[config.mk]
export PLATFORM = sky130hd
export DESIGN_NAME = soo_status
export DESIGN_NICKNAME = d
export VERILOG_FILES = /design/src/hdl/soo_pkg.sv /design/src/hdl/soo_status.sv
export SDC_FILE = /design/constraint.sdc
export NUM_CORES = 1
export LEC_CHECK = 0
export ABC_AREA = 1
export BUFFER_PORTS_ARGS = -buffer_cell sky130_fd_sc_hd__buf_4
export CAP_MARGIN = 25
export CORE_MARGIN = 1
export CORE_UTILIZATION = 50
export CTS_CLUSTER_DIAMETER = 200
export DETAILED_ROUTE_END_ITERATION = 10
export PLACE_DENSITY_LB_ADDON = 0.12
export SYNTH_ARGS = -nofsm -noshare
export SYNTH_HDL_FRONTEND = slang
export SYNTH_SLANG_ARGS = --single-unit
[constraint.sdc]
create_clock -name CLK -period 2.8 [get_ports CLK]
set_input_delay 0.56 -clock CLK [delete_from_list [all_inputs] [get_ports CLK]]
set_output_delay 0.56 -clock CLK [all_outputs]
set_load 0.05 [all_outputs]
[src/hdl/soo_pkg.sv]
// package: register map, field positions, reset values and timing for status/output-off logic
package soo_pkg;

  // ----------------------------------------------------------------
  // widths
  // ----------------------------------------------------------------
  localparam int DW         = 16;
  localparam int AW         = 5;
  localparam int ERRQ_DEPTH = 16;
  localparam int ERR_RESP_MAX = 10;

  // ----------------------------------------------------------------
  // register offsets
  // ----------------------------------------------------------------
  localparam logic [AW-1:0] A_STB       = 5'h00;
  localparam logic [AW-1:0] A_SRE       = 5'h01;
  localparam logic [AW-1:0] A_ESR       = 5'h02;
  localparam logic [AW-1:0] A_ESE       = 5'h03;
  localparam logic [AW-1:0] A_LAS_COND  = 5'h04;
  localparam logic [AW-1:0] A_LAS_EVT   = 5'h05;
  localparam logic [AW-1:0] A_LAS_EN_C  = 5'h06;
  localparam logic [AW-1:0] A_LAS_EN_E  = 5'h07;
  localparam logic [AW-1:0] A_TEC_COND  = 5'h08;
  localparam logic [AW-1:0] A_TEC_EVT   = 5'h09;
  localparam logic [AW-1:0] A_TEC_EN_C  = 5'h0A;
  localparam logic [AW-1:0] A_TEC_EN_E  = 5'h0B;
  localparam logic [AW-1:0] A_LAS_OFF   = 5'h0C;
  localparam logic [AW-1:0] A_TEC_OFF   = 5'h0D;
  localparam logic [AW-1:0] A_ERR_DATA  = 5'h10;
  localparam logic [AW-1:0] A_ERR_COUNT = 5'h11;
  localparam logic [AW-1:0] A_ERR_START = 5'h12;

  // ----------------------------------------------------------------
  // status byte bit positions
  // ----------------------------------------------------------------
  localparam int STB_LAS_C = 0;
  localparam int STB_LAS_E = 1;
  localparam int STB_TEC_C = 2;
  localparam int STB_TEC_E = 3;
  localparam int STB_OUTQ  = 4;
  localparam int STB_ESR   = 5;
  localparam int STB_MSS   = 6;
  localparam int STB_ERRQ  = 7;
  localparam int ESR_OPC   = 0;

  // ----------------------------------------------------------------
  // reset values (output-off masks keep factory defaults)
  // ----------------------------------------------------------------
  localparam logic [DW-1:0] LAS_OFF_DEFAULT = 16'h0888;
  localparam logic [DW-1:0] TEC_OFF_DEFAULT = 16'h05E8;

  // ----------------------------------------------------------------
  // timing
  // ----------------------------------------------------------------
  localparam int CLK_HZ      = 20_000_000;
  localparam int LAS_MEAS_MS = 600;
  localparam int TEC_MEAS_MS = 400;
  localparam int DISP_MS     = 3000;
  localparam int LAS_MEAS_CYC = (CLK_HZ / 1000) * LAS_MEAS_MS;
  localparam int TEC_MEAS_CYC = (CLK_HZ / 1000) * TEC_MEAS_MS;
  localparam int DISP_CYC     = (CLK_HZ / 1000) * DISP_MS;
  localparam int CW           = 26;

  typedef enum logic [0:0] {
    OPC_IDLE  = 1'b0,
    OPC_ARMED = 1'b1
  } soo_opc_t;

endpackage

[src/hdl/soo_status.sv]
// status reporting, completion tracking, error queue and output-off logic
//
// Overview of operation
// event bits stay set until their event register is read.
// condition registers follow live state; reading them changes nothing.
// each register masked by its enable, OR-reduced into one status byte bit.
// operation-complete flag lives in bit 0 of standard event status.
// OPC enabled, service enable bit 5, OPC command: request service on completion.
// completion needs both updaters idle, no nonvolatile write, no display timer.
// completion needs fresh laser measurement, refreshed about every 600 ms.
// completion needs fresh temperature measurement, refreshed about every 400 ms.
// completion needs each output off, or on and within tolerance.
// calibration running holds the completion flag false.
// commands run overlapped; completion flag set only when all criteria met.
// wait command stalls later commands until no operation is pending.
// settings-changing commands defer completion until nonvolatile writes drain.
// new values act at parse; nonvolatile copy drains in background queue.
// status byte bit 4 high while the response queue holds data.
// status byte bit 7 high while the error queue holds an entry.
// error list read returns queued codes, at most ten per response.
// error shown on the display of the channel where it arose.
// error message shown three seconds, then display reverts.
// each new error replaces the displayed message at once.
// output-off masks gate bits per channel, switch output off, not status.
// output-off masks keep factory defaults regardless of status clear.
// status byte read reports master summary in bit 6.
// event set on detection; read clears atomically, new occurrence kept.
//
// The plain strobed port and the register addresses were chosen for this implementation.
`timescale 1ns/1ps
`default_nettype none
module soo_status
  import soo_pkg::*;
#(
  parameter int LAS_MEAS_CYCLES = LAS_MEAS_CYC,
  parameter int TEC_MEAS_CYCLES = TEC_MEAS_CYC,
  parameter int DISP_CYCLES     = DISP_CYC
) (
  input  wire logic          CLK,
  input  wire logic          RSTN,
  input  wire logic [AW-1:0] ADDR,
  input  wire logic [DW-1:0] WDATA,
  input  wire logic          WR,
  input  wire logic          RD,
  output logic      [DW-1:0] RDATA,
  input  wire logic [DW-1:0] LAS_COND,
  input  wire logic [DW-1:0] LAS_EVT,
  input  wire logic [DW-1:0] TEC_COND,
  input  wire logic [DW-1:0] TEC_EVT,
  input  wire logic [7:1]    ESR_EVT,
  input  wire logic          OUTQ_NOT_EMPTY,
  input  wire logic          CMD_PARSED,
  input  wire logic          OPC_CMD,
  input  wire logic          WAI_CMD,
  input  wire logic          LAS_UPD_BUSY,
  input  wire logic          TEC_UPD_BUSY,
  input  wire logic          NV_WRITE_BUSY,
  input  wire logic          CAL_RUN,
  input  wire logic          LAS_OUT_ON,
  input  wire logic          LAS_IN_TOL,
  input  wire logic          TEC_OUT_ON,
  input  wire logic          TEC_IN_TOL,
  input  wire logic          ERR_PUSH,
  input  wire logic [7:0]    ERR_CODE,
  input  wire logic          ERR_CHAN,
  output logic               SRQ,
  output logic               STALL,
  output logic               LAS_OUT_OFF,
  output logic               TEC_OUT_OFF,
  output logic               LAS_MEAS_REQ,
  output logic               TEC_MEAS_REQ,
  output logic               LAS_DISP_ACTIVE,
  output logic      [7:0]    LAS_DISP_CODE,
  output logic               TEC_DISP_ACTIVE,
  output logic      [7:0]    TEC_DISP_CODE
);

  // ----------------------------------------------------------------
  // state
  // ----------------------------------------------------------------
  typedef struct packed {
    logic [7:0]                  sre;
    logic [7:0]                  esr;
    logic [7:0]                  ese;
    logic [DW-1:0]               las_evt;
    logic [DW-1:0]               las_en_c;
    logic [DW-1:0]               las_en_e;
    logic [DW-1:0]               tec_evt;
    logic [DW-1:0]               tec_en_c;
    logic [DW-1:0]               tec_en_e;
    logic [DW-1:0]               las_off;
    logic [DW-1:0]               tec_off;
    soo_opc_t                    opc;
    logic                        wai;
    logic                        las_fresh;
    logic                        tec_fresh;
    logic [CW-1:0]               las_tick;
    logic [CW-1:0]               tec_tick;
    logic [ERRQ_DEPTH-1:0][7:0]  q;
    logic [3:0]                  wp;
    logic [3:0]                  rp;
    logic [4:0]                  cnt;
    logic [3:0]                  resp;
    logic [7:0]                  las_code;
    logic [CW-1:0]               las_disp;
    logic [7:0]                  tec_code;
    logic [CW-1:0]               tec_disp;
    logic [DW-1:0]               rdata;
  } soo_state_t;

  soo_state_t st;
  soo_state_t next_st;

  function automatic logic rd_hit(input logic [AW-1:0] a);
    return RD && (ADDR == a);
  endfunction

  function automatic logic wr_hit(input logic [AW-1:0] a);
    return WR && (ADDR == a);
  endfunction

  // ----------------------------------------------------------------
  // summaries and completion
  // ----------------------------------------------------------------
  logic [7:0] stb_low;
  logic       master_summary_bit;
  logic [7:0] stb;
  logic       nop;
  logic       pop;
  logic       push;
  logic       opc_done;

  always_comb begin
    stb_low            = 8'h00;
    stb_low[STB_LAS_C] = |(LAS_COND & st.las_en_c);
    stb_low[STB_LAS_E] = |(st.las_evt & st.las_en_e);
    stb_low[STB_TEC_C] = |(TEC_COND & st.tec_en_c);
    stb_low[STB_TEC_E] = |(st.tec_evt & st.tec_en_e);
    stb_low[STB_OUTQ]  = OUTQ_NOT_EMPTY;
    stb_low[STB_ESR]   = |(st.esr & st.ese);
    stb_low[STB_ERRQ]  = (st.cnt != 5'h00);
    master_summary_bit                = |(stb_low & st.sre);
    stb                = stb_low;
    stb[STB_MSS]       = master_summary_bit;
  end

  // criteria for no operation pending; settings writes show as NV_WRITE_BUSY
  assign nop = !LAS_UPD_BUSY && !TEC_UPD_BUSY
            && !NV_WRITE_BUSY
            && (st.las_disp == '0) && (st.tec_disp == '0)
            && st.las_fresh
            && st.tec_fresh
            && (!LAS_OUT_ON || LAS_IN_TOL)
            && (!TEC_OUT_ON || TEC_IN_TOL)
            && !CAL_RUN;

  assign opc_done = (st.opc == OPC_ARMED) && nop;
  assign push     = ERR_PUSH && (st.cnt != 5'(ERRQ_DEPTH));
  assign pop      = rd_hit(A_ERR_DATA) && (st.cnt != 5'h00)
                 && (st.resp != 4'(ERR_RESP_MAX));

  assign SRQ          = master_summary_bit;
  assign STALL        = (st.wai || WAI_CMD) && !nop;
  assign LAS_OUT_OFF  = |((LAS_COND | st.las_evt) & st.las_off);
  assign TEC_OUT_OFF  = |((TEC_COND | st.tec_evt) & st.tec_off);
  assign LAS_MEAS_REQ = (st.las_tick == '0);
  assign TEC_MEAS_REQ = (st.tec_tick == '0);
  assign LAS_DISP_ACTIVE = (st.las_disp != '0);
  assign TEC_DISP_ACTIVE = (st.tec_disp != '0);
  assign LAS_DISP_CODE   = st.las_code;
  assign TEC_DISP_CODE   = st.tec_code;
  assign RDATA           = st.rdata;

  // ----------------------------------------------------------------
  // next state
  // ----------------------------------------------------------------
  always_comb begin
    next_st = st;
    // set wins over read clear
    next_st.las_evt = (rd_hit(A_LAS_EVT) ? '0 : st.las_evt) | LAS_EVT;   // see R1
    next_st.tec_evt = (rd_hit(A_TEC_EVT) ? '0 : st.tec_evt) | TEC_EVT;   // see R1
    next_st.esr     = (rd_hit(A_ESR) ? 8'h00 : st.esr)
                    | {ESR_EVT, opc_done};
    if (wr_hit(A_SRE))    next_st.sre      = WDATA[7:0];
    if (wr_hit(A_ESE))    next_st.ese      = WDATA[7:0];
    if (wr_hit(A_LAS_EN_C)) next_st.las_en_c = WDATA;
    if (wr_hit(A_LAS_EN_E)) next_st.las_en_e = WDATA;
    if (wr_hit(A_TEC_EN_C)) next_st.tec_en_c = WDATA;
    if (wr_hit(A_TEC_EN_E)) next_st.tec_en_e = WDATA;
    if (wr_hit(A_LAS_OFF))  next_st.las_off  = WDATA;
    if (wr_hit(A_TEC_OFF))  next_st.tec_off  = WDATA;

    // completion tracking
    case (st.opc)
      OPC_IDLE:  next_st.opc = OPC_CMD ? OPC_ARMED : OPC_IDLE;
      OPC_ARMED: next_st.opc = (nop && !OPC_CMD) ? OPC_IDLE : OPC_ARMED;
      default:   next_st.opc = OPC_IDLE;
    endcase
    next_st.wai = (st.wai || WAI_CMD) && !nop;

    // periodic measurement refresh; a new command makes old data stale
    next_st.las_tick = LAS_MEAS_REQ ? CW'(LAS_MEAS_CYCLES - 1) : st.las_tick - 1'b1;
    next_st.tec_tick = TEC_MEAS_REQ ? CW'(TEC_MEAS_CYCLES - 1) : st.tec_tick - 1'b1;
    next_st.las_fresh = LAS_MEAS_REQ || (st.las_fresh && !CMD_PARSED);
    next_st.tec_fresh = TEC_MEAS_REQ || (st.tec_fresh && !CMD_PARSED);

    // error queue
    if (push) begin
      next_st.q[st.wp] = ERR_CODE;
      next_st.wp       = st.wp + 1'b1;
    end
    if (pop) begin
      next_st.rp   = st.rp + 1'b1;
      next_st.resp = st.resp + 1'b1;
    end
    if (wr_hit(A_ERR_START)) next_st.resp = 4'h0;
    next_st.cnt = st.cnt + {4'h0, push} - {4'h0, pop};

    // per-channel error display, newest message replaces at once
    if (ERR_PUSH && !ERR_CHAN) begin                                     // see R18
      next_st.las_code = ERR_CODE;
      next_st.las_disp = CW'(DISP_CYCLES);
    end else if (st.las_disp != '0) begin
      next_st.las_disp = st.las_disp - 1'b1;
    end
    if (ERR_PUSH && ERR_CHAN) begin                                      // see R18
      next_st.tec_code = ERR_CODE;
      next_st.tec_disp = CW'(DISP_CYCLES);
    end else if (st.tec_disp != '0) begin
      next_st.tec_disp = st.tec_disp - 1'b1;
    end

    // read data, valid the cycle after the strobe
    next_st.rdata = '0;
    if (RD) begin
      case (ADDR)
        A_STB:       next_st.rdata = {8'h00, stb};
        A_SRE:       next_st.rdata = {8'h00, st.sre};
        A_ESR:       next_st.rdata = {8'h00, st.esr};
        A_ESE:       next_st.rdata = {8'h00, st.ese};
        A_LAS_COND:  next_st.rdata = LAS_COND;
        A_LAS_EVT:   next_st.rdata = st.las_evt;
        A_LAS_EN_C:  next_st.rdata = st.las_en_c;
        A_LAS_EN_E:  next_st.rdata = st.las_en_e;
        A_TEC_COND:  next_st.rdata = TEC_COND;
        A_TEC_EVT:   next_st.rdata = st.tec_evt;
        A_TEC_EN_C:  next_st.rdata = st.tec_en_c;
        A_TEC_EN_E:  next_st.rdata = st.tec_en_e;
        A_LAS_OFF:   next_st.rdata = st.las_off;
        A_TEC_OFF:   next_st.rdata = st.tec_off;
        A_ERR_DATA:  next_st.rdata = pop ? {8'h00, st.q[st.rp]} : '0;
        A_ERR_COUNT: next_st.rdata = {11'h000, st.cnt};
        default:     next_st.rdata = '0;
      endcase
    end
  end

  // ----------------------------------------------------------------
  // registers
  // ----------------------------------------------------------------
  always_ff @(posedge CLK or negedge RSTN) begin
    if (!RSTN) begin
      st         <= '0;
      st.opc     <= OPC_IDLE;
      st.las_off <= LAS_OFF_DEFAULT;
      st.tec_off <= TEC_OFF_DEFAULT;
    end else begin
      st <= next_st;
    end
  end

  logic rd_las_evt;
  logic rd_las_cond;
  logic rd_stb;
  assign rd_las_evt  = rd_hit(A_LAS_EVT);
  assign rd_las_cond = rd_hit(A_LAS_COND);
  assign rd_stb      = rd_hit(A_STB);
endmodule
`default_nettype wire
# Word level (Yosys, flattened, before mapping)
# Index checks and enable logic that the tools add are counted.
# classes
magnitude_cmp	3
muxes	22
reduce_logical	67
eq_ne	18
bitwise	14
n_addsub	9
# op_table
op	n
16-bit case mux with 16 select lines	1
26-bit 2-to-1 mux	6
128-bit bitwise mux	1
26-bit zero test	4
26-bit by 1-bit subtractor with 26-bit output, second input constant	4
16-bit bitwise AND	6
16-bit OR reduction	6
16-bit bitwise OR	4
26-bit nonzero test	2
16-bit 2-to-1 mux	3
1-bit logical AND	33
8-bit binary-select mux with 4-bit select	1
8-bit demux with 4-bit select	1
8-bit 2-to-1 mux	4
5-bit by 4-bit == test with 1-bit output, second input constant	6
5-bit by 3-bit == test with 1-bit output, second input constant	4
8-bit bitwise AND	2
8-bit OR reduction	2
5-bit == test, second input constant	3
4-bit by 1-bit adder with 4-bit output, second input constant	3
5-bit by 2-bit == test with 1-bit output, second input constant	2
1-bit zero test	10
4-bit by 5-bit < comparator with 1-bit output, second input constant	2
4-bit 2-to-1 mux	2
other kinds (14)	21
# totals
elab_cells	175
register_bits	437
in_bits	118
out_inout_bits	40

# Longest topological paths before layout
# Gate-level depths: netlist of run 1.
# logic_depth
depth_word	13
ltp_mapped	14
mapped_depth_nobuf	13

# Worst setup path before layout of run 1
# No wires, ideal clock.
# synth_timing
kind	flip-flop to output port
startpoint	register st[255] in the netlist's numbering
endpoint	output port LAS_MEAS_REQ
t_required_ps	2240
n_path_buf	0
path_stages_with_launch	9
path_slack_ps	-361
t_arrival_ps	2601
cell_sequence	dfrtp_1 -> inv_1 -> ha_1 -> inv_1 -> nor2_2 -> nand2_1 -> nor2_2 -> nand4_1 -> nor4_1
# synth_between
elab_chain_cells	1
# synth_lines
element	line	text
start, declared	soo_status.sv:111	soo_state_t st;
start signal, assigned	soo_status.sv:268	st <= next_st;
26-bit zero test	soo_status.sv:166	assign LAS_MEAS_REQ = (st.las_tick == '0);
end, declared	soo_status.sv:70	output logic LAS_MEAS_REQ,
# No other way between the ends.

# Final worst setup path of run 1
# Ends and elaborated chain as after synthesis.

==> results_tabular.tex, run 1 <==
\begin{tabular}{lr}
\hline
Metric & Value \\
\hline
\multicolumn{2}{l}{\textbf{Floorplanning}} \\
\quad I/O Pins & 158 \\
\quad Die W & 210 um \\
\quad Overall die area & 44200 um2 \\
\quad Area of the placeable core & about 42000 um2 \\
\quad Std-Cell Rows & 75 \\
\quad Starting utilization of the core area & 0.512 \\
\quad Vertical die dimension & around 210 um \\
\multicolumn{2}{l}{\textbf{CTS}} \\
\quad Post-CTS clock slew at the launch and capture registers of the worst setup and hold paths & roughly 60 ps \\
\quad TritonCTS clock tree & done \\
\quad Number of clock sinks & roughly 440 \\
\quad H-tree Lvls & 2 \\
\quad TritonCTS buffer count & 47 \\
\quad Clock latency of the later-clocked register in the worst-skew pair & 590 ps \\
\quad Clock tree buffer depth & 3 \\
\quad Clock root buffer master & sky130\_fd\_sc\_hd\_\_clkbuf\_16 \\
\multicolumn{2}{l}{\textbf{Flow run}} \\
\quad \# Max-Cap Violations & 0 \\
\multicolumn{2}{l}{\textbf{Setup path}} \\
\quad Arrival @ worst endpoint & 2230 ps \\
\quad Top fanout value on the critical path & 3 \\
\quad Setup slack of the worst register-to-register path & 70 ps \\
\quad CP startpoint kind & flip-flop \\
\quad Worst R2R Path Depth & 19 \\
\quad FF-to-FF End & st[421] \\
\quad Critical path class & flip-flop to output pin \\
\quad Type of destination of the critical path & output pin \\
\quad Worst reg2reg path startpoint & st[16] \\
\quad Required time of the critical path & $\sim$2200 ps \\
\multicolumn{2}{l}{\textbf{Placement}} \\
\quad Placer's final routability congestion estimate & 0.998 \\
\quad Post-DP HPWL & 44600 um \\
\quad Count of input and output buffers & around 160 \\
\quad Pre-CTS setup slack & 35.0 ps \\
\quad Placed inst area & between 20000 and 25000 um2 \\
\quad Cell Count Post-Placement & roughly 3400 \\
\multicolumn{2}{l}{\textbf{Synth}} \\
\quad Asr flop ratio synth & 1.00 \\
\quad Summed instance area of the synthesized netlist & 21700 um2 \\
\quad Warnings, synthesis & 0 \\
\quad Number of unique standard cell types used by synthesis & 52 \\
\quad Number of register bits inferred by synthesis & 437 \\
\quad Most frequent cell after synthesis & sky130\_fd\_sc\_hd\_\_nand2\_1 \\
\quad Post-synthesis average cell area & a little under 8 um2 \\
\quad Syn\_nets & between 2000 and 3000 \\
\quad Gate Count Post-Synth & between 2000 and 3000 \\
\quad Largest cells by area after synthesis & sky130\_fd\_sc\_hd\_\_dfrtp\_1, sky130\_fd\_sc\_hd\_\_nand2\_1, sky130\_fd\_sc\_hd\_\_o21ai\_0 \\
\quad Portion of the post-synthesis area used by sequential elements & 0.504 \\
\quad Primary flip-flop cell chosen by synthesis mapping & sky130\_fd\_sc\_hd\_\_dfrtp\_1 \\
\quad Largest area contributor in the synthesized netlist & sky130\_fd\_sc\_hd\_\_dfrtp\_1 \\
\quad Synth top cells by count & sky130\_fd\_sc\_hd\_\_nand2\_1, sky130\_fd\_sc\_hd\_\_dfrtp\_1, sky130\_fd\_sc\_hd\_\_o21ai\_0 \\
\quad Proportion of netlist area held by the largest area contributor & 0.493 \\
\quad EDFF count, synth & 0 \\
\multicolumn{2}{l}{\textbf{Drt}} \\
\quad Wire length reported by the detailed router & between 60000 and 70000 um \\
\quad Detailed-routed wire length on met3 & 5500 um \\
\quad DRC violation count after routing & 0 \\
\quad Length of the first detailed-routing pass in iterations & 5 \\
\quad Post-Route M1 WL & 29200 um \\
\quad Number of DRC markers after the initial detailed-route iteration & around 2200 \\
\quad Total vias in the final route & a little under 20000 \\
\quad Routed wl met2 & 28400 um \\
\quad Antenna viol nets, final & 0 \\
\quad Top Layer Used & met5 \\
\quad Average via count per standard cell & about 5.5 \\
\quad Per-cell routed wire length & about 18 um \\
\multicolumn{2}{l}{\textbf{Power}} \\
\quad Post-layout power & about 21 mW \\
\quad Maximum vdd ir drop & between 0.4 and 0.5 mV \\
\quad Pwr per Cell Area & between 700 and 800 nW/um2 \\
\quad Static leakage & about 13 nW \\
\multicolumn{2}{l}{\textbf{Final layout}} \\
\quad Final Net Count & around 3100 \\
\quad Layout Cells excl Fill & 3601 \\
\quad Area added between synthesis and finish & 20.3\% \\
\quad Inserted Diodes & 0 \\
\quad Share of cells above drive strength 1 & 0.163 \\
\quad Post-route standard cell area excluding fillers & 26100 um2 \\
\multicolumn{2}{l}{\textbf{STA}} \\
\quad Worst max-slew margin expressed relative to the limit & 0.454 \\
\quad Ratio of final minimum period to clock period & 0.997 \\
\quad Final critical path time including I/O delays and setup & about 2800 ps \\
\quad Setup violators final & 0 \\
\quad RSZ-0062 raised after global routing & yes \\
\quad Worst hold slack & between 100 and 150 ps \\
\quad Final Slew Violations & 0 \\
\quad Pin slew with the least headroom to its limit & around 820 ps \\
\quad Final hold violation count & 0 \\
\quad Layout Skew & between 15 and 20 ps \\
\quad FMAX & 358 MHz \\
\quad Worst setup margin & approximately 7.3 ps \\
\multicolumn{2}{l}{\textbf{Outcome}} \\
\quad Result of the run & finished, final reports clean \\
\multicolumn{2}{l}{\textbf{Worst hold path}} \\
\quad Cell count of the worst hold path & 3 \\
\quad Hold endpoint & st[284] \\
\quad Hold Crit Class & primary input to flip-flop \\
\quad Hold Crit Start & OPC\_CMD \\
\multicolumn{2}{l}{\textbf{Global route}} \\
\quad First-pass GRT wire length & 102000 um \\
\quad Grt ovf & 0 \\
\quad Largest net degree at the start of global routing & 99 \\
\quad Total GRT Usage & 0.293 \\
\quad Antenna violations before repair & 2 \\
\quad Via count of the first global-routing pass & between 15000 and 20000 \\
\hline
\end{tabular}
==> stage by stage <==
step,util,TNS (ps)
after floorplan,-,0
after global routing,0.616,-213
after global placement,0.553,0
after detailed placement,0.553,0
after CTS,0.606,0
final,0.616,0
==> cell usage in the layout (no fill, tap or decap), types with 5 or more instances in the layout <==
master	n
sky130_fd_sc_hd__xor2_1	38
sky130_fd_sc_hd__buf_12	7
sky130_fd_sc_hd__o31ai_1	5
sky130_fd_sc_hd__inv_2	20
sky130_fd_sc_hd__o21bai_1	36
sky130_fd_sc_hd__nor2_2	29
sky130_fd_sc_hd__nand4_1	43
sky130_fd_sc_hd__bufinv_16	6
sky130_fd_sc_hd__nand2_2	14
sky130_fd_sc_hd__clkbuf_1	11
sky130_fd_sc_hd__buf_4	285
sky130_fd_sc_hd__or2_2	6
sky130_fd_sc_hd__ha_1	15
sky130_fd_sc_hd__a21oi_1	75
sky130_fd_sc_hd__nor4_1	16
sky130_fd_sc_hd__clkbuf_16	48
sky130_fd_sc_hd__o22ai_1	11
sky130_fd_sc_hd__dfrtp_1	423
sky130_fd_sc_hd__nor3_1	37
sky130_fd_sc_hd__nand3_2	6
sky130_fd_sc_hd__nor2_1	203
sky130_fd_sc_hd__nand3_1	189
sky130_fd_sc_hd__xnor2_1	17
sky130_fd_sc_hd__dfrtp_2	5
sky130_fd_sc_hd__dfstp_2	9
sky130_fd_sc_hd__nand2_1	784
sky130_fd_sc_hd__o21ai_0	343
sky130_fd_sc_hd__clkbuf_8	12
sky130_fd_sc_hd__nor2_4	15
sky130_fd_sc_hd__inv_1	241
==> registers in the layout, summed over array words and instances (netlist names) <==
name and cells:
st 405, LAS_DISP_CODE 8, TEC_DISP_CODE 8, RDATA 16
==> layout make-up <==
type | instances | area [um2]
inverter | 266 | 1000
sequential | 437 | 11000
tap | 577 | 722
multi-input combinational | 1935 | 9400
clock buffer | 71 | 1410
fill | 3740 | 16300
timing repair buffer | 299 | 2360
clock inverter | 16 | 256
==> critical path: stages, from the launching register on <==
cell	delay (ps)
sky130_fd_sc_hd__dfrtp_1	400
sky130_fd_sc_hd__inv_2	100
sky130_fd_sc_hd__ha_4	170
sky130_fd_sc_hd__inv_4	40
sky130_fd_sc_hd__nor2_4	120
sky130_fd_sc_hd__nand2_4	70
sky130_fd_sc_hd__nor2_4	120
sky130_fd_sc_hd__nand4_1	160
sky130_fd_sc_hd__nor4_2	200
sky130_fd_sc_hd__buf_4	240
==> timing repair <==
action | in CTS | in global routing
gates resized for setup | 34 | 61
pin swaps | 17 | 28
setup buffers | 65 | 33
hold endpoints to repair | 14 | 0
setup endpoints to repair | 4 | 12
gates cloned | 0 | 0
hold buffers | 1 | 0
==> worst max path at each step <==
stage	startpoint	end	slack [ps]	depth (start not counted)
after floorplan	ADDR[3]	st[92]	70	14
after global placement	ADDR[3]	st[92]	50	14
after detailed placement	ADDR[3]	st[92]	40	14
after CTS	st[255]	LAS_MEAS_REQ	0.1	9
after global routing	st[16]	STALL	-80	11
final	st[255]	LAS_MEAS_REQ	7	9
==> power breakdown <==
part / leakage (nW) / total (mW) / switching, mW / internal (mW)
registers: 5.26 / 8.67 / 0.951 / 7.72
logic: 6.70 / 5.30 / 3.44 / 1.86
clock network: 0.808 / 6.64 / 2.61 / 4.03
total: 12.8 / 20.6 / 7.00 / 13.6
==> per-layer routing <==
metal  vias up  track usage
met5         -            0
met4         4       0.0712
met3        93       0.0568
met2       776        0.437
met1      9447        0.439
li1       9374            -
==> cell families (layout without fill, tap and decap cells) <==
| group | after synthesis | in the layout | synth area share |
|---|---|---|---|
| flops | 437 | 437 | 0.504 |
| fa+ha+maj | 20 | 20 | 0.0119 |
| buf+inv | 390 | 652 | 0.0745 |
| compound gates | 500 | 500 | 0.124 |
| simple gates | 1360 | 1360 | 0.263 |
| xor+xnor | 55 | 55 | 0.0222 |
Power figures use the tool's default switching activity.
==> run 2: changes to the inputs <==
==> constraint.sdc (replaced) <==
create_clock -name CLK -period 2.8 [get_ports CLK]
set_input_delay 0.28 -clock CLK [delete_from_list [all_inputs] [get_ports CLK]]
set_output_delay 0.28 -clock CLK [all_outputs]
set_load 0.05 [all_outputs]
==> run 2 against run 1 <==
- power decreased by 0.90%
- global-route usage decreased by 0.32 points
- worst hold slack got worse by 110 ps
- combinational power decreased by 2%
- sequential power about the same
- design area decreased by 2.1%
- clock power decreased by 2%
- core utilization decreased by 1.3 points
- routed wire length decreased by 2.0%
- fmax increased by 1.2%
- largest cell class unchanged
==> results_tabular.tex, run 2 (synthesized netlist as in run 1, its figures left out) <==
\begin{tabular}{lr}
\hline
Metric & Value \\
\hline
\multicolumn{2}{l}{\textbf{Outcome}} \\
\quad Result of the run & finished, final reports clean \\
\multicolumn{2}{l}{\textbf{Setup path}} \\
\quad Cell family with the largest share of critical-path delay & simple AND/OR/NAND/NOR gates \\
\quad Top fanout value on the critical path & 3 (unchanged) \\
\quad Required time of the critical path & 2520 ps (+280 ps) \\
\quad Type of destination of the critical path & output pin \\
\quad Critical path class & flip-flop to output pin \\
\quad Buf/Inv on CP & 1 (-2) \\
\quad Largest stage delay, worst path & 400 ps (about the same) \\
\quad CP startpoint kind & flip-flop \\
\quad Arrival @ worst endpoint & 2480 ps (+250 ps) \\
\quad Number of logic stages on the critical path including buffering & 9 (unchanged) \\
\quad CP Cell Sequence & nand2\_1 -> nand2\_1 -> nor2\_1 -> nand2\_1 -> nor2\_1 -> nor2\_1 -> nor2\_1 -> nand3\_1 -> buf\_4 \\
\quad Worst path most repeated cell & sky130\_fd\_sc\_hd\_\_nor2\_1 \\
\quad Worst R2R Path Depth & 13 (-6) \\
\quad Crit path max-delay cell type & sky130\_fd\_sc\_hd\_\_dfrtp\_1 \\
\multicolumn{2}{l}{\textbf{Floorplanning}} \\
\quad Starting utilization of the core area & 0.512 (unchanged) \\
\quad Vertical die dimension & 210 um (unchanged) \\
\quad Area of the placeable core & 42400 um2 (unchanged) \\
\quad Overall die area & 44200 um2 (unchanged) \\
\quad I/O Pins & 158 (unchanged) \\
\quad Die W & 210 um (unchanged) \\
\quad Std-Cell Rows & 75 (unchanged) \\
\multicolumn{2}{l}{\textbf{Placement}} \\
\quad Count of input and output buffers & 157 (unchanged) \\
\quad Cell Count Post-Placement & 3413 (-0.18\%) \\
\quad Post-DP HPWL & 44400 um (-0.41\%) \\
\quad Placer's final routability congestion estimate & 0.948 (-5.0\%) \\
\quad Placed inst area & 23400 um2 (-0.30\%) \\
\quad Pre-CTS setup slack & 262 ps (+227 ps) \\
\multicolumn{2}{l}{\textbf{Power}} \\
\quad Pwr per Cell Area & 799 nW/um2 (+1.2\%) \\
\quad Maximum vdd ir drop & 0.522 mV (+7.3\%) \\
\quad Static leakage & 12.5 nW (-2.5\%) \\
\multicolumn{2}{l}{\textbf{STA}} \\
\quad RSZ-0062 raised after global routing & yes \\
\quad Ratio of final minimum period to clock period & 0.985 (-0.0119) \\
\quad Worst max-slew margin expressed relative to the limit & 0.454 (-0.000628) \\
\quad Final critical path time including I/O delays and setup & 2760 ps (-33.4 ps) \\
\quad Layout Skew & 24.7 ps (+6.13 ps) \\
\quad Worst setup margin & 40.7 ps (+33.4 ps) \\
\quad Setup violators final & 0 (unchanged) \\
\quad Pin slew with the least headroom to its limit & 818 ps (+0.941 ps) \\
\quad Final Slew Violations & 0 (unchanged) \\
\quad FMAX & 362 MHz (+1.2\%) \\
\quad Final hold violation count & 0 (unchanged) \\
\multicolumn{2}{l}{\textbf{CTS}} \\
\quad Clock root buffer master & sky130\_fd\_sc\_hd\_\_clkbuf\_16 \\
\quad TritonCTS buffer count & 48 (+2.1\%) \\
\quad H-tree Lvls & 2 (unchanged) \\
\quad Post-CTS clock slew at the launch and capture registers of the worst setup and hold paths & 60 ps (about the same) \\
\quad Clock latency of the later-clocked register in the worst-skew pair & 590 ps (about the same) \\
\quad TritonCTS clock tree & done \\
\quad Clock tree buffer depth & 3 (unchanged) \\
\quad Number of clock sinks & 437 (unchanged) \\
\multicolumn{2}{l}{\textbf{Final layout}} \\
\quad Layout Cells excl Fill & 3554 (-1.3\%) \\
\quad Most frequent standard cell in the layout excluding fill and tap cells & sky130\_fd\_sc\_hd\_\_nand2\_1 \\
\quad Post-route standard cell area excluding fillers & 25600 um2 (-2.1\%) \\
\quad Area added between synthesis and finish & 17.8\% \\
\quad Top reg by flops & st \\
\quad Share of cells above drive strength 1 & 0.118 (-0.0458) \\
\quad Commonest non-fill, non-tap cells in the layout & sky130\_fd\_sc\_hd\_\_nand2\_1, sky130\_fd\_sc\_hd\_\_dfrtp\_1, sky130\_fd\_sc\_hd\_\_o21ai\_0 \\
\quad Final Net Count & 3074 (-1.6\%) \\
\quad Fill cell instance count of the final layout & 3887 (+3.9\%) \\
\quad Max reg flops & 405 (unchanged) \\
\multicolumn{2}{l}{\textbf{Global route}} \\
\quad Largest net degree at the start of global routing & 85 (-14\%) \\
\quad Via count of the first global-routing pass & 18500 (-0.075\%) \\
\quad First-pass GRT wire length & 101000 um (-0.69\%) \\
\quad Antenna violations before repair & 1 (-1) \\
\quad Grt ovf & 0 (unchanged) \\
\quad Total GRT Usage & 0.290 (-0.00315) \\
\multicolumn{2}{l}{\textbf{Drt}} \\
\quad Wire length reported by the detailed router & 63100 um (-2.0\%) \\
\quad Length of the first detailed-routing pass in iterations & 5 (unchanged) \\
\quad DRC violation count after routing & 0 (unchanged) \\
\quad Number of DRC markers after the initial detailed-route iteration & 1987 (-8.2\%) \\
\quad Total vias in the final route & 19400 (-1.4\%) \\
\quad Per-cell routed wire length & 17.8 um (-0.66\%) \\
\quad Average via count per standard cell & 5.46 (-0.12\%) \\
\quad Antenna viol nets, final & 0 (unchanged) \\
\multicolumn{2}{l}{\textbf{Worst hold path}} \\
\quad Cell count of the worst hold path & 3 (unchanged) \\
\quad Hold Crit Class & primary input to flip-flop \\
\multicolumn{2}{l}{\textbf{Flow run}} \\
\quad \# Max-Cap Violations & 0 (unchanged) \\
\hline
\end{tabular}
[run 2: cell type report]
cell class	count	area [um2]	area share
Tap cell	577	722	0.0282
Multi-Input combinational cell	1935	9210	0.360
Sequential cell	437	10900	0.428
Clock inverter	15	200	0.00783
Clock buffer	75	1450	0.0565
Antenna cell	1	2.50	0.0000979
Inverter	266	998	0.0390
Timing Repair Buffer	248	2040	0.0799
[run 2: stage by stage]
step	hold WS, ps	util	power [mW]	setup TNS [ps]
final	31.9	0.603	20.4	0
after global routing	30.5	0.603	21.6	-22.3
after CTS	7.15	0.600	20.5	-87.7
after detailed placement	298	0.551	13.8	0
after global placement	299	0.551	13.6	0
after floorplan	-15.6	-	12.1	0
[run 2: timing repair]
item,CTS,global route
endpoints found under the hold margin,103,0
hold buffers,43,0
buffers inserted,0,7
gates resized for setup,3,21
endpoints found under the setup margin,2,4
pin swaps,0,7
[run 2: final timing paths]
check | from | to | slack (ps)
worst max-delay path | st[377] | SRQ | 40
worst min-delay path | RD | RDATA[3] | 30
worst max register to register | st[91] | st[92] | 280
worst min register to register | st[255] | st[255] | 430
max in group asynchronous | RSTN | st[160] | 1600
min in group asynchronous | RSTN | st[118] | 270
[run 2: metal layers]
metal	track usage	part of all wire	vias up
li1	-	-	9273
met1	0.438	0.46	9291
met2	0.429	0.44	756
met3	0.0444	0.078	91
met4	0.0899	0.024	2
met5	0	0.00021	-
[run 2: tightest hold or removal path: stages]
cell                      delay [ps]
sky130_fd_sc_hd__buf_4           180
sky130_fd_sc_hd__nand2_1          90
sky130_fd_sc_hd__inv_1            30
[run 2: power breakdown]
group	leakage (nW)	total, mW	internal, mW	switching [mW]
Sequential	5.26	8.69	7.72	0.970
Combinational	6.38	5.20	1.81	3.39
Clock	0.806	6.54	3.93	2.62
==> run 3: changes to the inputs <==
--- a/constraint.sdc
+++ b/constraint.sdc
@@ -3,2 +3,2 @@
 set_output_delay 0.28 -clock CLK [all_outputs]
-set_load 0.05 [all_outputs]
+set_load 0.1 [all_outputs]
==> run 3 against run 2 <==
- flip-flop and latch count did not move
- routed wire length fell by 0.60%
- largest cell class unchanged
- critical endpoint is now LAS_MEAS_REQ
- fmax rose by 3.3%
- largest power group unchanged
- die area did not move
- sequential power fell by 0.6%
- clock-buffer cell count fell by 6
- clock skew fell by 12 ps
- core utilization fell by 0.27 points
- final cell count fell by 0.17%
- design area fell by 0.46%
==> results_tabular.tex, run 3 (synthesized netlist as in run 1, its figures left out) <==
\begin{tabular}{lr}
\hline
Metric & Value \\
\hline
\multicolumn{2}{l}{\textbf{Setup path}} \\
\quad Crit path max-delay cell type & sky130\_fd\_sc\_hd\_\_dfrtp\_1 \\
\quad Largest stage delay, worst path & 380 ps (-20 ps) \\
\quad Type of destination of the critical path & output pin \\
\quad CP startpoint kind & flip-flop \\
\quad Critical path class & flip-flop to output pin \\
\quad Top fanout value on the critical path & 4 (+1) \\
\quad Buf/Inv on CP & 3 (+2) \\
\quad CP Cell Sequence & inv\_1 -> ha\_2 -> inv\_1 -> nor2\_4 -> nand2\_2 -> nor2\_4 -> nand4\_1 -> nor4\_4 -> buf\_6 \\
\quad Cell family with the largest share of critical-path delay & simple AND/OR/NAND/NOR gates \\
\quad Arrival @ worst endpoint & 2390 ps (-90 ps) \\
\quad Required time of the critical path & 2520 ps (about the same) \\
\multicolumn{2}{l}{\textbf{Drt}} \\
\quad Per-cell routed wire length & 17.7 um (-0.44\%) \\
\quad Post-Route M1 WL & 28700 um (-1.6\%) \\
\quad Number of DRC markers after the initial detailed-route iteration & 2075 (+4.4\%) \\
\quad Average via count per standard cell & 5.42 (-0.78\%) \\
\quad Antenna viol nets, final & 0 (unchanged) \\
\quad Total vias in the final route & 19200 (-0.95\%) \\
\quad Detailed-routed wire length on met3 & 5330 um (+7.6\%) \\
\quad Top Layer Used & met4 \\
\quad DRC violation count after routing & 0 (unchanged) \\
\quad Length of the first detailed-routing pass in iterations & 6 (+1) \\
\quad Wire length reported by the detailed router & 62800 um (-0.60\%) \\
\quad Routed wl met2 & 27600 um (+0.34\%) \\
\multicolumn{2}{l}{\textbf{Power}} \\
\quad Static leakage & 12.4 nW (-0.43\%) \\
\quad Pwr per Cell Area & 797 nW/um2 (-0.20\%) \\
\quad Maximum vdd ir drop & 0.458 mV (-12\%) \\
\quad Post-layout power & 20.3 mW (-0.65\%) \\
\multicolumn{2}{l}{\textbf{Floorplanning}} \\
\quad Die W & 210 um (unchanged) \\
\quad Area of the placeable core & 42400 um2 (unchanged) \\
\quad Starting utilization of the core area & 0.512 (unchanged) \\
\quad Std-Cell Rows & 75 (unchanged) \\
\quad Overall die area & 44200 um2 (unchanged) \\
\quad Vertical die dimension & 210 um (unchanged) \\
\quad I/O Pins & 158 (unchanged) \\
\multicolumn{2}{l}{\textbf{CTS}} \\
\quad TritonCTS buffer count & 47 (-2.1\%) \\
\quad Post-CTS clock slew at the launch and capture registers of the worst setup and hold paths & 60 ps (about the same) \\
\quad Clock tree buffer depth & 3 (unchanged) \\
\quad TritonCTS clock tree & done \\
\quad Clock latency of the later-clocked register in the worst-skew pair & 580 ps (about the same) \\
\quad Clock root buffer master & sky130\_fd\_sc\_hd\_\_clkbuf\_16 \\
\quad H-tree Lvls & 2 (unchanged) \\
\quad Number of clock sinks & 437 (unchanged) \\
\multicolumn{2}{l}{\textbf{Final layout}} \\
\quad Commonest non-fill, non-tap cells in the layout & sky130\_fd\_sc\_hd\_\_nand2\_1, sky130\_fd\_sc\_hd\_\_dfrtp\_1, sky130\_fd\_sc\_hd\_\_o21ai\_0 \\
\quad Storage element area & 10900 um2 (unchanged) \\
\quad Max reg flops & 405 (unchanged) \\
\quad Post-route standard cell area excluding fillers & 25500 um2 (-0.46\%) \\
\quad Share of cells above drive strength 1 & 0.114 (-0.00313) \\
\quad Combined area of the multi-input logic cells & 9190 um2 (-0.22\%) \\
\quad Area added between synthesis and finish & 17.3\% \\
\quad Fill cell instance count of the final layout & 3899 (+0.31\%) \\
\quad Top reg by flops & st \\
\quad Most frequent standard cell in the layout excluding fill and tap cells & sky130\_fd\_sc\_hd\_\_nand2\_1 \\
\quad Final Net Count & 3071 (-0.098\%) \\
\quad Post-Route Utilization & 0.600 (-0.00274) \\
\multicolumn{2}{l}{\textbf{Global route}} \\
\quad Largest net degree at the start of global routing & 87 (+2.4\%) \\
\quad Antenna violations before repair & 1 (unchanged) \\
\quad Via count of the first global-routing pass & 18100 (-2.3\%) \\
\quad Grt ovf & 0 (unchanged) \\
\quad First-pass GRT wire length & 99500 um (-1.3\%) \\
\quad Total GRT Usage & 0.289 (-0.000657) \\
\multicolumn{2}{l}{\textbf{STA}} \\
\quad Ratio of final minimum period to clock period & 0.954 (-0.0319) \\
\quad FMAX & 375 MHz (+3.3\%) \\
\quad Final critical path time including I/O delays and setup & 2670 ps (-89.2 ps) \\
\quad Layout Skew & 12.3 ps (-12.3 ps) \\
\quad Pin slew with the least headroom to its limit & 855 ps (+36.5 ps) \\
\quad Worst hold slack & 50.4 ps (+18.4 ps) \\
\quad Setup violators final & 0 (unchanged) \\
\quad Final Slew Violations & 0 (unchanged) \\
\quad Worst max-slew margin expressed relative to the limit & 0.429 (-0.0251) \\
\quad Final hold violation count & 0 (unchanged) \\
\quad Sum of negative setup slack & 0 ps (unchanged) \\
\multicolumn{2}{l}{\textbf{Placement}} \\
\quad Placed inst area & 23400 um2 (+0.12\%) \\
\quad Post-DP HPWL & 44600 um (+0.33\%) \\
\quad Placer's final routability congestion estimate & 0.987 (+4.0\%) \\
\quad Count of input and output buffers & 157 (unchanged) \\
\multicolumn{2}{l}{\textbf{Outcome}} \\
\quad Result of the run & finished, final reports clean \\
\multicolumn{2}{l}{\textbf{Worst hold path}} \\
\quad Hold Crit Class & primary input to flip-flop \\
\multicolumn{2}{l}{\textbf{Flow run}} \\
\quad \# Max-Cap Violations & 0 (unchanged) \\
\hline
\end{tabular}
## run 3: worst paths after layout
check	from	endpoint	slack (ps)	cells past startpoint
min	RD	RDATA[8]	50	3
min in group asynchronous	RSTN	st[118]	230	2
max	st[255]	LAS_MEAS_REQ	130	9
max in group asynchronous	RSTN	st[70]	1630	3
max reg2reg	st[90]	st[92]	220	13
min reg2reg	st[229]	st[229]	450	1
## run 3: timing repair
item / CTS / global route
pin swaps: 1 / 8
endpoints found under the hold margin: 95 / 0
gates resized for setup: 4 / 14
hold buffers: 43 / 0
buffers inserted: 1 / 3
endpoints found under the setup margin: 2 / 3
## run 3: report_power, final
group	switching (mW)	total, mW	internal (mW)
Clock	2.57	6.21	3.64
Combinational	3.60	5.44	1.84
Sequential	0.921	8.64	7.72
## run 3: per-stage QoR
stage / instances / worst slack, ps
2_1_floorplan: 2762 / 246
3_3_place_gp: 3414 / 305
3_5_place_dp: 3414 / 215
4_1_cts: 3544 / 37.6
5_1_grt: 3548 / -20.9
6_report: 3548 / 130
## run 3: per-layer routing
metal / GRT usage / up-vias
li1: - / 9258
met1: 0.433 / 9195
met2: 0.432 / 701
met3: 0.0553 / 75
met4: 0.0690 / 0
met5: 0 / -
## run 3: final cells by class
class / count / area share
Antenna cell: 1 / 0.0000983
Clock buffer: 69 / 0.0534
Clock inverter: 17 / 0.00693
Inverter: 266 / 0.0392
Multi-Input combinational cell: 1935 / 0.361
Sequential cell: 437 / 0.430
Tap cell: 577 / 0.0284
Timing Repair Buffer: 246 / 0.0808
## run 3: worst min-delay path: stages
cell and delay (ps):
sky130_fd_sc_hd__buf_4 190, sky130_fd_sc_hd__nand2_1 90, sky130_fd_sc_hd__inv_1 30
